### config.mk
export PLATFORM = sky130hd
export DESIGN_NAME = dacdc_regs
export DESIGN_NICKNAME = d
export VERILOG_FILES = /design/src/hdl/dacdc_pkg.sv /design/src/hdl/dacdc_ahb_port.sv /design/src/hdl/dacdc_chan.sv /design/src/hdl/dacdc_regs.sv
export VERILOG_INCLUDE_DIRS = /design/src /design/src/hdl
export SDC_FILE = /design/constraint.sdc
export NUM_CORES = 1
export LEC_CHECK = 0
export BUFFER_PORTS_ARGS = -buffer_cell sky130_fd_sc_hd__buf_2
export CAP_MARGIN = 20
export CORE_MARGIN = 2
export CORE_UTILIZATION = 35
export CTS_CLUSTER_DIAMETER = 80
export DETAILED_ROUTE_END_ITERATION = 8
export PLACE_DENSITY = 0.58
export REMOVE_ABC_BUFFERS = 1
export SYNTH_ARGS = -nofsm -noshare
export SYNTH_HDL_FRONTEND = slang
export SYNTH_SLANG_ARGS = --single-unit
### constraint.sdc
create_clock -name clk_sys -period 1.7 [get_ports clk_sys]
set_input_delay 0.085 -clock clk_sys [delete_from_list [all_inputs] [get_ports clk_sys]]
set_output_delay 0.085 -clock clk_sys [all_outputs]
set_load 0.01 [all_outputs]
### src/hdl/dacdc_cfg.svh
`ifndef DACDC_CFG_SVH
`define DACDC_CFG_SVH

// ==========================================================
// register indices (byte address is four times the index)
`define DACDC_IDX_CONTROL_A 5'h00
`define DACDC_IDX_CONTROL_B 5'h01
`define DACDC_IDX_CONTROL_C 5'h02
`define DACDC_IDX_TRIG_SEL 5'h03
`define DACDC_IDX_EMPTY_FLAGS 5'h05
`define DACDC_IDX_CH0_GAIN 5'h08
`define DACDC_IDX_CH0_OFFSET 5'h09
`define DACDC_IDX_CH1_GAIN 5'h0a
`define DACDC_IDX_CH1_OFFSET 5'h0b
`define DACDC_IDX_CH0_LOW 5'h18
`define DACDC_IDX_CH0_HIGH 5'h19
`define DACDC_IDX_CH1_LOW 5'h1a
`define DACDC_IDX_CH1_HIGH 5'h1b

// ==========================================================
// writable bit masks, reserved bits read as zero
`define DACDC_MASK_CONTROL_A 8'h1f
`define DACDC_MASK_CONTROL_B 8'h63
`define DACDC_MASK_CONTROL_C 8'h19
`define DACDC_MASK_TRIG_SEL 8'h0f
`define DACDC_MASK_EMPTY_FLAGS 8'h03

// ==========================================================
// field positions and reset values
`define DACDC_BIT_LEFT_ALIGN 0
`define DACDC_RST_BYTE 8'h00
`define DACDC_RST_VALUE 12'h000
`define DACDC_RST_WORD 32'h0000_0000
`define DACDC_NIBBLE_ZERO 4'h0

`endif

### src/hdl/dacdc_pkg.sv
package dacdc_pkg;
  // ==========================================================
  // types
  typedef logic [4:0] dacdc_idx_t;
  typedef logic [7:0] dacdc_byte_t;
  typedef logic [11:0] dacdc_value_t;

  typedef enum logic [3:0] {
    DACDC_ST_IDLE = 4'b0001,
    DACDC_ST_WRITE = 4'b0010,
    DACDC_ST_RDWAIT = 4'b0100,
    DACDC_ST_RDDATA = 4'b1000
  } dacdc_bus_state_e;
endpackage

### src/hdl/dacdc_ahb_port.sv
`timescale 1ns/1ps
`include "dacdc_cfg.svh"

module dacdc_ahb_port #(
  parameter int ADDR_W = 12
) (
  input wire logic clk_sys,
  input wire logic rst_b,
  input wire logic hsel,
  input wire logic [ADDR_W-1:0] haddr,
  input wire logic [1:0] htrans,
  input wire logic hwrite,
  input wire logic hready,
  output logic hreadyout,
  output logic hresp,
  output dacdc_pkg::dacdc_idx_t acc_idx,
  output logic wr_stb,
  output logic rd_stb
);
  import dacdc_pkg::*;

  if (ADDR_W < 8) begin : g_bad_width
    $error("dacdc_ahb_port: ADDR_W must be at least 8");
  end

  dacdc_bus_state_e state, next_state;
  dacdc_idx_t next_acc_idx;
  logic acc_mapped, next_acc_mapped;
  logic take;

  // ==========================================================
  // address phase capture
  assign take = hsel && hready && htrans[1];

  always_comb begin
    next_state = state;
    next_acc_idx = acc_idx;
    next_acc_mapped = acc_mapped;
    case (state)
      DACDC_ST_RDWAIT: begin
        next_state = DACDC_ST_RDDATA;
      end
      DACDC_ST_IDLE, DACDC_ST_WRITE, DACDC_ST_RDDATA: begin
        if (take) begin
          next_state = hwrite ? DACDC_ST_WRITE : DACDC_ST_RDWAIT;
          next_acc_idx = haddr[6:2];
          // anything above the 32-word window is unmapped
          next_acc_mapped = (haddr[ADDR_W-1:7] == '0);
        end else begin
          next_state = DACDC_ST_IDLE;
        end
      end
      default: begin
        next_state = DACDC_ST_IDLE;
      end
    endcase
  end

  always_ff @(posedge clk_sys) begin
    if (!rst_b) begin
      state <= DACDC_ST_IDLE;
      acc_idx <= '0;
      acc_mapped <= 1'b0;
    end else begin
      state <= next_state;
      acc_idx <= next_acc_idx;
      acc_mapped <= next_acc_mapped;
    end
  end

  // a read waits one cycle so that read data come from a register
  // and never miss a write finishing just before it
  assign hreadyout = (state != DACDC_ST_RDWAIT);
  assign hresp = 1'b0;
  assign wr_stb = (state == DACDC_ST_WRITE) && acc_mapped;
  assign rd_stb = (state == DACDC_ST_RDWAIT) && acc_mapped;

  chk_read_stall: assert property (@(posedge clk_sys) disable iff (!rst_b)
    (take && !hwrite) |=> !hreadyout ##1 hreadyout)
    else $error("read data phase did not stall for exactly one cycle");

endmodule // dacdc_ahb_port

### src/hdl/dacdc_chan.sv
`timescale 1ns/1ps
`include "dacdc_cfg.svh"

module dacdc_chan (
  input wire logic clk_sys,
  input wire logic rst_b,
  input wire logic left_align,
  input wire logic wr_low,
  input wire logic wr_high,
  input wire dacdc_pkg::dacdc_byte_t wdata,
  output dacdc_pkg::dacdc_value_t value,
  output logic commit
);
  import dacdc_pkg::*;

  dacdc_byte_t stage, next_stage;
  dacdc_value_t next_value;
  logic next_commit;

  // ==========================================================
  // staging latch and atomic commit
  always_comb begin
    next_stage = stage;
    next_value = value;
    next_commit = 1'b0;
    if (wr_low) begin
      // reserved nibble is dropped so it never reaches the value
      next_stage = left_align ? {wdata[7:4], `DACDC_NIBBLE_ZERO} : wdata;
    end
    if (wr_high) begin
      next_commit = 1'b1;
      if (left_align) begin
        next_value = {wdata, stage[7:4]};
      end else begin
        next_value = {wdata[3:0], stage};
      end
    end
  end

  always_ff @(posedge clk_sys) begin
    if (!rst_b) begin
      stage <= `DACDC_RST_BYTE;
      value <= `DACDC_RST_VALUE;
      commit <= 1'b0;
    end else begin
      stage <= next_stage;
      value <= next_value;
      commit <= next_commit;
    end
  end

  chk_low_no_commit: assert property (@(posedge clk_sys) disable iff (!rst_b)
    (wr_low && !wr_high) |=> $stable(value))
    else $error("low byte write changed the channel value");

  chk_right_commit: assert property (@(posedge clk_sys) disable iff (!rst_b)
    (wr_high && !left_align) |=> value == {$past(wdata[3:0]), $past(stage)})
    else $error("right-aligned commit assembled the wrong value");

  chk_left_commit: assert property (@(posedge clk_sys) disable iff (!rst_b)
    (wr_high && left_align) |=> value == {$past(wdata), $past(stage[7:4])})
    else $error("left-aligned commit assembled the wrong value");

endmodule // dacdc_chan

### src/hdl/dacdc_regs.sv
// Register access over AHB-Lite is this design's own decision.
`timescale 1ns/1ps
`include "dacdc_cfg.svh"

module dacdc_regs #(
  parameter int ADDR_W = 12
) (
  input wire logic clk_sys,
  input wire logic rst_b,
  input wire logic hsel,
  input wire logic [ADDR_W-1:0] haddr,
  input wire logic [1:0] htrans,
  input wire logic hwrite,
  input wire logic [2:0] hsize,
  input wire logic [31:0] hwdata,
  input wire logic hready,
  output logic hreadyout,
  output logic hresp,
  output logic [31:0] hrdata,
  output dacdc_pkg::dacdc_value_t ch0_conversion_value,
  output dacdc_pkg::dacdc_value_t ch1_conversion_value,
  output logic [1:0] value_commit,
  output dacdc_pkg::dacdc_byte_t ch0_gain_trim,
  output dacdc_pkg::dacdc_byte_t ch0_offset_trim,
  output dacdc_pkg::dacdc_byte_t ch1_gain_trim,
  output dacdc_pkg::dacdc_byte_t ch1_offset_trim,
  output dacdc_pkg::dacdc_byte_t dac_control_a,
  output dacdc_pkg::dacdc_byte_t dac_control_b,
  output dacdc_pkg::dacdc_byte_t dac_control_c,
  output dacdc_pkg::dacdc_byte_t trigger_source_select,
  output dacdc_pkg::dacdc_byte_t channel_empty_flags,
  output logic left_align_select
);
  import dacdc_pkg::*;

  if (ADDR_W < 8) begin : g_bad_width
    $error("dacdc_regs: ADDR_W must be at least 8");
  end

  // ==========================================================
  // read views of a channel value
  function automatic dacdc_byte_t low_view(input dacdc_value_t v, input logic left);
    low_view = left ? {v[3:0], `DACDC_NIBBLE_ZERO} : v[7:0];
  endfunction

  function automatic dacdc_byte_t high_view(input dacdc_value_t v, input logic left);
    high_view = left ? v[11:4] : {`DACDC_NIBBLE_ZERO, v[11:8]};
  endfunction

  // ==========================================================
  // bus front end
  dacdc_idx_t acc_idx;
  logic wr_stb;
  logic rd_stb;
  dacdc_byte_t wbyte;

  // only byte lane 0 carries register data; upper lanes are ignored
  assign wbyte = hwdata[7:0];

  dacdc_ahb_port #(
    .ADDR_W(ADDR_W)
  ) u_port (
    .clk_sys(clk_sys),
    .rst_b(rst_b),
    .hsel(hsel),
    .haddr(haddr),
    .htrans(htrans),
    .hwrite(hwrite),
    .hready(hready),
    .hreadyout(hreadyout),
    .hresp(hresp),
    .acc_idx(acc_idx),
    .wr_stb(wr_stb),
    .rd_stb(rd_stb)
  );

  // ==========================================================
  // write decode
  logic wr_ch0_low, wr_ch0_high, wr_ch1_low, wr_ch1_high;

  assign wr_ch0_low = wr_stb && (acc_idx == `DACDC_IDX_CH0_LOW);
  assign wr_ch0_high = wr_stb && (acc_idx == `DACDC_IDX_CH0_HIGH);
  assign wr_ch1_low = wr_stb && (acc_idx == `DACDC_IDX_CH1_LOW);
  assign wr_ch1_high = wr_stb && (acc_idx == `DACDC_IDX_CH1_HIGH);

  // layout follows the align bit of the third control register
  assign left_align_select = dac_control_c[`DACDC_BIT_LEFT_ALIGN];

  // ==========================================================
  // channel data pairs
  dacdc_chan u_ch0 (
    .clk_sys(clk_sys),
    .rst_b(rst_b),
    .left_align(left_align_select),
    .wr_low(wr_ch0_low),
    .wr_high(wr_ch0_high),
    .wdata(wbyte),
    .value(ch0_conversion_value),
    .commit(value_commit[0])
  );

  dacdc_chan u_ch1 (
    .clk_sys(clk_sys),
    .rst_b(rst_b),
    .left_align(left_align_select),
    .wr_low(wr_ch1_low),
    .wr_high(wr_ch1_high),
    .wdata(wbyte),
    .value(ch1_conversion_value),
    .commit(value_commit[1])
  );

  // ==========================================================
  // control and calibration registers
  dacdc_byte_t next_control_a, next_control_b, next_control_c;
  dacdc_byte_t next_trig_sel, next_empty_flags;
  dacdc_byte_t next_ch0_gain, next_ch0_offset, next_ch1_gain, next_ch1_offset;

  always_comb begin
    next_control_a = dac_control_a;
    next_control_b = dac_control_b;
    next_control_c = dac_control_c;
    next_trig_sel = trigger_source_select;
    next_empty_flags = channel_empty_flags;
    next_ch0_gain = ch0_gain_trim;
    next_ch0_offset = ch0_offset_trim;
    next_ch1_gain = ch1_gain_trim;
    next_ch1_offset = ch1_offset_trim;
    if (wr_stb) begin
      // masking keeps reserved bits at zero even if software breaks the habit
      case (acc_idx)
        `DACDC_IDX_CONTROL_A: next_control_a = wbyte & `DACDC_MASK_CONTROL_A;
        `DACDC_IDX_CONTROL_B: next_control_b = wbyte & `DACDC_MASK_CONTROL_B;
        `DACDC_IDX_CONTROL_C: next_control_c = wbyte & `DACDC_MASK_CONTROL_C;
        `DACDC_IDX_TRIG_SEL: next_trig_sel = wbyte & `DACDC_MASK_TRIG_SEL;
        `DACDC_IDX_EMPTY_FLAGS: next_empty_flags = wbyte & `DACDC_MASK_EMPTY_FLAGS;
        `DACDC_IDX_CH0_GAIN: next_ch0_gain = wbyte;
        `DACDC_IDX_CH0_OFFSET: next_ch0_offset = wbyte;
        `DACDC_IDX_CH1_GAIN: next_ch1_gain = wbyte;
        `DACDC_IDX_CH1_OFFSET: next_ch1_offset = wbyte;
        default: begin
        end
      endcase
    end
  end

  always_ff @(posedge clk_sys) begin
    if (!rst_b) begin
      dac_control_a <= `DACDC_RST_BYTE;
      dac_control_b <= `DACDC_RST_BYTE;
      dac_control_c <= `DACDC_RST_BYTE;
      trigger_source_select <= `DACDC_RST_BYTE;
      channel_empty_flags <= `DACDC_RST_BYTE;
      ch0_gain_trim <= `DACDC_RST_BYTE;
      ch0_offset_trim <= `DACDC_RST_BYTE;
      ch1_gain_trim <= `DACDC_RST_BYTE;
      ch1_offset_trim <= `DACDC_RST_BYTE;
    end else begin
      dac_control_a <= next_control_a;
      dac_control_b <= next_control_b;
      dac_control_c <= next_control_c;
      trigger_source_select <= next_trig_sel;
      channel_empty_flags <= next_empty_flags;
      ch0_gain_trim <= next_ch0_gain;
      ch0_offset_trim <= next_ch0_offset;
      ch1_gain_trim <= next_ch1_gain;
      ch1_offset_trim <= next_ch1_offset;
    end
  end

  // ==========================================================
  // read path
  dacdc_byte_t rd_byte;
  logic [31:0] next_hrdata;

  always_comb begin
    rd_byte = `DACDC_RST_BYTE;
    case (acc_idx)
      `DACDC_IDX_CONTROL_A: rd_byte = dac_control_a;
      `DACDC_IDX_CONTROL_B: rd_byte = dac_control_b;
      `DACDC_IDX_CONTROL_C: rd_byte = dac_control_c;
      `DACDC_IDX_TRIG_SEL: rd_byte = trigger_source_select;
      `DACDC_IDX_EMPTY_FLAGS: rd_byte = channel_empty_flags;
      `DACDC_IDX_CH0_GAIN: rd_byte = ch0_gain_trim;
      `DACDC_IDX_CH0_OFFSET: rd_byte = ch0_offset_trim;
      `DACDC_IDX_CH1_GAIN: rd_byte = ch1_gain_trim;
      `DACDC_IDX_CH1_OFFSET: rd_byte = ch1_offset_trim;
      // reads show the committed value; a staged low byte stays hidden
      `DACDC_IDX_CH0_LOW: rd_byte = low_view(ch0_conversion_value, left_align_select);
      `DACDC_IDX_CH0_HIGH: rd_byte = high_view(ch0_conversion_value, left_align_select);
      `DACDC_IDX_CH1_LOW: rd_byte = low_view(ch1_conversion_value, left_align_select);
      `DACDC_IDX_CH1_HIGH: rd_byte = high_view(ch1_conversion_value, left_align_select);
      default: rd_byte = `DACDC_RST_BYTE;
    endcase
  end

  always_comb begin
    next_hrdata = hrdata;
    if (rd_stb) begin
      next_hrdata = {24'h00_0000, rd_byte};
    end else if (hreadyout) begin
      next_hrdata = `DACDC_RST_WORD;
    end
  end

  always_ff @(posedge clk_sys) begin
    if (!rst_b) begin
      hrdata <= `DACDC_RST_WORD;
    end else begin
      hrdata <= next_hrdata;
    end
  end

  // ==========================================================
  // checks
  chk_gain_store: assert property (@(posedge clk_sys) disable iff (!rst_b)
    (wr_stb && acc_idx == `DACDC_IDX_CH0_GAIN) |=> ch0_gain_trim == $past(wbyte))
    else $error("channel 0 gain trim did not take the written byte");

  chk_ch1_gain_store: assert property (@(posedge clk_sys) disable iff (!rst_b)
    (wr_stb && acc_idx == `DACDC_IDX_CH1_GAIN) |=> ch1_gain_trim == $past(wbyte))
    else $error("channel 1 gain trim did not take the written byte");

  chk_offset_store: assert property (@(posedge clk_sys) disable iff (!rst_b)
    (wr_stb && acc_idx == `DACDC_IDX_CH1_OFFSET) |=> ch1_offset_trim == $past(wbyte))
    else $error("channel 1 offset trim did not take the written byte");

  chk_ch0_offset_store: assert property (@(posedge clk_sys) disable iff (!rst_b)
    (wr_stb && acc_idx == `DACDC_IDX_CH0_OFFSET) |=> ch0_offset_trim == $past(wbyte))
    else $error("channel 0 offset trim did not take the written byte");

  chk_trim_isolation: assert property (@(posedge clk_sys) disable iff (!rst_b)
    (wr_stb && acc_idx == `DACDC_IDX_CH1_GAIN) |=> $stable(ch0_gain_trim))
    else $error("channel 1 gain write disturbed channel 0 gain trim");

  chk_high_right_zero: assert property (@(posedge clk_sys) disable iff (!rst_b)
    (rd_stb && acc_idx == `DACDC_IDX_CH0_HIGH && !left_align_select)
      |=> hrdata == {24'h00_0000, 4'h0, ch0_conversion_value[11:8]})
    else $error("right-aligned high byte read is wrong");

  chk_low_right_read: assert property (@(posedge clk_sys) disable iff (!rst_b)
    (rd_stb && acc_idx == `DACDC_IDX_CH0_LOW && !left_align_select)
      |=> hrdata == {24'h00_0000, ch0_conversion_value[7:0]})
    else $error("right-aligned low byte read is wrong");

  chk_high_left_read: assert property (@(posedge clk_sys) disable iff (!rst_b)
    (rd_stb && acc_idx == `DACDC_IDX_CH1_HIGH && left_align_select)
      |=> hrdata == {24'h00_0000, ch1_conversion_value[11:4]})
    else $error("left-aligned high byte read is wrong");

  chk_low_left_zero: assert property (@(posedge clk_sys) disable iff (!rst_b)
    (rd_stb && acc_idx == `DACDC_IDX_CH1_LOW && left_align_select)
      |=> hrdata == {24'h00_0000, ch1_conversion_value[3:0], 4'h0})
    else $error("left-aligned low byte read is wrong");

  chk_ch1_pair_only: assert property (@(posedge clk_sys) disable iff (!rst_b)
    (wr_stb && acc_idx == `DACDC_IDX_CH1_HIGH)
      |=> value_commit == 2'b10 && $stable(ch0_conversion_value))
    else $error("channel 1 high write did not commit channel 1 alone");

  chk_ch0_pair_only: assert property (@(posedge clk_sys) disable iff (!rst_b)
    (wr_stb && acc_idx == `DACDC_IDX_CH0_HIGH) |=> value_commit == 2'b01)
    else $error("channel 0 high write did not commit channel 0 alone");

  chk_ch0_pair_isolation: assert property (@(posedge clk_sys) disable iff (!rst_b)
    (wr_stb && acc_idx == `DACDC_IDX_CH0_HIGH) |=> $stable(ch1_conversion_value))
    else $error("channel 0 high write disturbed channel 1 value");

  chk_staged_hidden: assert property (@(posedge clk_sys) disable iff (!rst_b)
    (wr_stb && acc_idx == `DACDC_IDX_CH1_LOW) |=> $stable(ch1_conversion_value))
    else $error("channel 1 low write changed the committed value");

  chk_align_follow: assert property (@(posedge clk_sys) disable iff (!rst_b)
    (wr_stb && acc_idx == `DACDC_IDX_CONTROL_C) |=> left_align_select == $past(wbyte[0]))
    else $error("align select did not follow the control write");

  // ==========================================================
  // reset checks, then the reserved-bit check
  // no disable iff on the three reset checks: they must see the edge that applies the reset
  chk_data_reset: assert property (@(posedge clk_sys)
    !rst_b |=> ch0_conversion_value == `DACDC_RST_VALUE
      && ch1_conversion_value == `DACDC_RST_VALUE)
    else $error("channel values did not clear on reset");

  chk_trim_reset: assert property (@(posedge clk_sys)
    !rst_b |=> ch0_gain_trim == `DACDC_RST_BYTE && ch1_gain_trim == `DACDC_RST_BYTE)
    else $error("gain trims did not clear on reset");

  chk_offset_reset: assert property (@(posedge clk_sys)
    !rst_b |=> ch0_offset_trim == `DACDC_RST_BYTE && ch1_offset_trim == `DACDC_RST_BYTE)
    else $error("offset trims did not clear on reset");

  chk_reserved_zero: assert property (@(posedge clk_sys) disable iff (!rst_b)
    (dac_control_c & ~`DACDC_MASK_CONTROL_C) == 8'h00)
    else $error("reserved control bits became set");

endmodule // dacdc_regs

==> impl_metrics.yaml <==
global_route:
  antenna_found_initial: 0
  grt_pass1_vias: 4904
  grt_usage_pct: 21.1
  grt.overflow.total: 0
  grt_first_pass_wirelength_um: 28600
  grt_max_degree: 41
yosys:
  synth_ff_type: "dfxtp_1"
  synth.ff_latch_count: 110
  netlist_top_cells_area: "dfxtp_1 38%, mux2i_1 12%, buf_4 7.3%"
  syn_avg_cell_area_um2: 8.99
  yosysTopAreaCell: "dfxtp_1"
  synth_cells: 650
  syn_area_mm2: 0.00584
  synthDistinctLibCells: 59
  ys_seq_area_share_pct: 37.7
  async_flop_share_pct: 0
  yosysWarnings: 0
  synth_top_cell_area_share_pct: 37.7
  synth_edf_count: 0
worst_setup_path:
  cpPeakStageDelay_ns: 0.36
  ff2ff_path_depth: 7
  endpoint_kind: "register"
  start_kind: "register"
  crit_top_cell: "buf_6"
  worstPathRequired_ns: 1.97
  cp_slowest_cell: "dfxtp_4"
  arrival_ns: 1.95
  cp_cell_sequence: "and3b_2, buf_6, and3_4, buf_6, a22o_1, a21oi_2, a221oi_1"
  critPathKind: "register to register"
  path_max_fanout: 6
floorplanning:
  dieHeight_um: 133
  start_util_pct: 35.5
  ioPinCount: 187
  coreArea_mm2: 0.0165
  rows: 47
  die_w_um: 133
  die_area_mm2: 0.0177
finish:
  mostFrequentLayoutCells: "109 x buf_2, 102 x dfxtp_1, 77 x nand2_1, 73 x buf_4, 66 x mux2i_1"
  final_layout_size_suffix_gt1_share_pct: 32.0
  area_delta_synth_final_pct: 27.4
  nets: 859
  layout.cells.non_filler: 1030
  final_common_cell: "buf_2"
  diodes: 0
detailed_routing:
  drc: 0
  num_vias: 5279
  vias_per_cell: 5.13
  drt-total-wl_um: 18700
  ant_nets: 0
  routedWlPerCell_um: 18.1
  drt_iter0_drc: 363
  dr.pass1.iters: 5
timing:
  rsz0062_at_grt: "true"
  min_period_ns: 1.67
  setup_viol: 0
  drv_slew: 0
  period_share_pct: 98.4
  hold_violations: 0
  timing.fmax_ghz: 0.598
  clock_skew_ns: 0.0106
power_and_ir_drop:
  peakVddDrop_uv: 449
  powerDensity_mw_per_mm2: 691
  power_w: 0.00514
  power_leakage_nw: 3.54
outcome:
  status: "complete, no violations"
clock_network:
  htreeDepth: 3
  clk_latency_ns: 0.37
  clkSinkCount: 110
  clockBufferDepth: 2
  cts_buffers: 9
  cts_tree: "done"
  ctsRootBufferMaster: "clkbuf_16"
  path_clk_slew_ns: 0.07
placed_design:
  dp_hpwl_um: 14100
  port_buffers: 109
  gp_congestion: 0.937
  placed_cells: 1007
flow_run:
  drv_cap: 0
min_path:
  hold_depth: 4
  hold_class: "input pin to register"
-- cell families after synthesis --
family	after synthesis	synth area share, %
other	1	0.0642
AOI/OAI and AO/OA	116	15.9
buffers and inverters	108	11.5
muxes	74	12.8
DFF	110	37.7
and+or+nand+nor	239	21.7
xor gates and xnor gates	2	0.300
-- power breakdown --
group	internal [W]	switching (W)
sequential	0.00258	0.0000102
clock	0.00116	0.00107
combinational	0.000122	0.000207
total	0.00386	0.00128
-- through the flow --
step | hold WS [ns] | util [%] | setup WS [ns] | setup TNS [ns] | area (µm²)
finish | 0.0172 | 45.2 | 0.0280 | 0 | 7440
global route | 0.0352 | 45.2 | -0.0510 | -0.339 | 7440
CTS | 0.0256 | 44.5 | 0.00222 | 0 | 7330
detailed placement | 0.273 | 41.9 | -0.182 | -0.925 | 6890
global placement | 0.280 | 41.9 | -0.0823 | -0.271 | 6890
floorplan | 0.161 | - | -1.02 | -51.31 | 5360
-- synthesized netlist by cell type, types with 3 or more instances --
cell type  instances
a21boi_0          17
a21boi_1          21
a21oi_1            7
a221oi_1           4
a22o_1             5
and2_1             7
and3_1             7
and3b_1            3
and4_1             4
buf_2             18
buf_4             57
buf_6              4
clkbuf_1          21
dfxtp_1          110
inv_1              5
mux2_2             6
mux2i_1           68
nand2_1           78
nand2b_1           4
nand3_1           59
nand4_1            4
nor2_1             8
nor2b_1           41
nor3_1             4
nor3b_1            4
o2111ai_1          3
o211a_1           25
o21ai_0            8
o21ai_1            4
o221ai_1           3
o2bb2ai_1          3
-- area by class of cell --
cell class                 count  area [µm²]
clock inverter                 7        81.3
fill                        1640        9020
inverter                       6        22.5
multi-input combinational    478        3260
sequential                   110        2220
clock buffer                   9         225
timing repair buffer         200        1360
tap                          220         275
-- worst max-delay path: cells and delay by family, from the launching register on --
family / cells / cell delay (ns)
compound gates: 3 / 0.45
simple gates: 2 / 0.53
flops: 1 / 0.36
buf+inv: 2 / 0.24
-- repair_timing --
| item | in CTS | in global routing |
|---|---|---|
| hold endpoints to repair | 6 | 0 |
| buffers inserted | 3 | 1 |
| gates resized for setup | 21 | 29 |
| gates cloned | 0 | 1 |
| setup endpoints to repair | 31 | 62 |
| pin swaps | 8 | 10 |
| hold buffers | 5 | 0 |
-- metal layers --
layer  global-route usage [%]  wire length (µm)
met4                     7.03               376
met3                     3.88              1190
met1                     30.0              8770
met2                     32.2              8320
met5                        0                 0
-- path summary, 6_finish.rpt --
path                     start                 to  slack [ns]
max reg2reg  u_port.acc_idx[2]          hrdata[6]        0.03
min                  haddr[11]  u_port.acc_mapped        0.02
max          u_port.acc_idx[2]          hrdata[6]        0.03
min reg2reg          hrdata[1]          hrdata[1]        0.45
-- registers in the layout, indices dropped and copies added (netlist names), 8 cells and up --
register / count
ch1_offset_trim: 8
ch1_gain_trim: 8
ch0_gain_trim: 8
hrdata: 8
u_ch1.stage: 8
u_ch0.value: 12
u_ch0.stage: 8
u_ch1.value: 12
ch0_offset_trim: 8
Note: power is estimated with default switching activity, not from simulation.
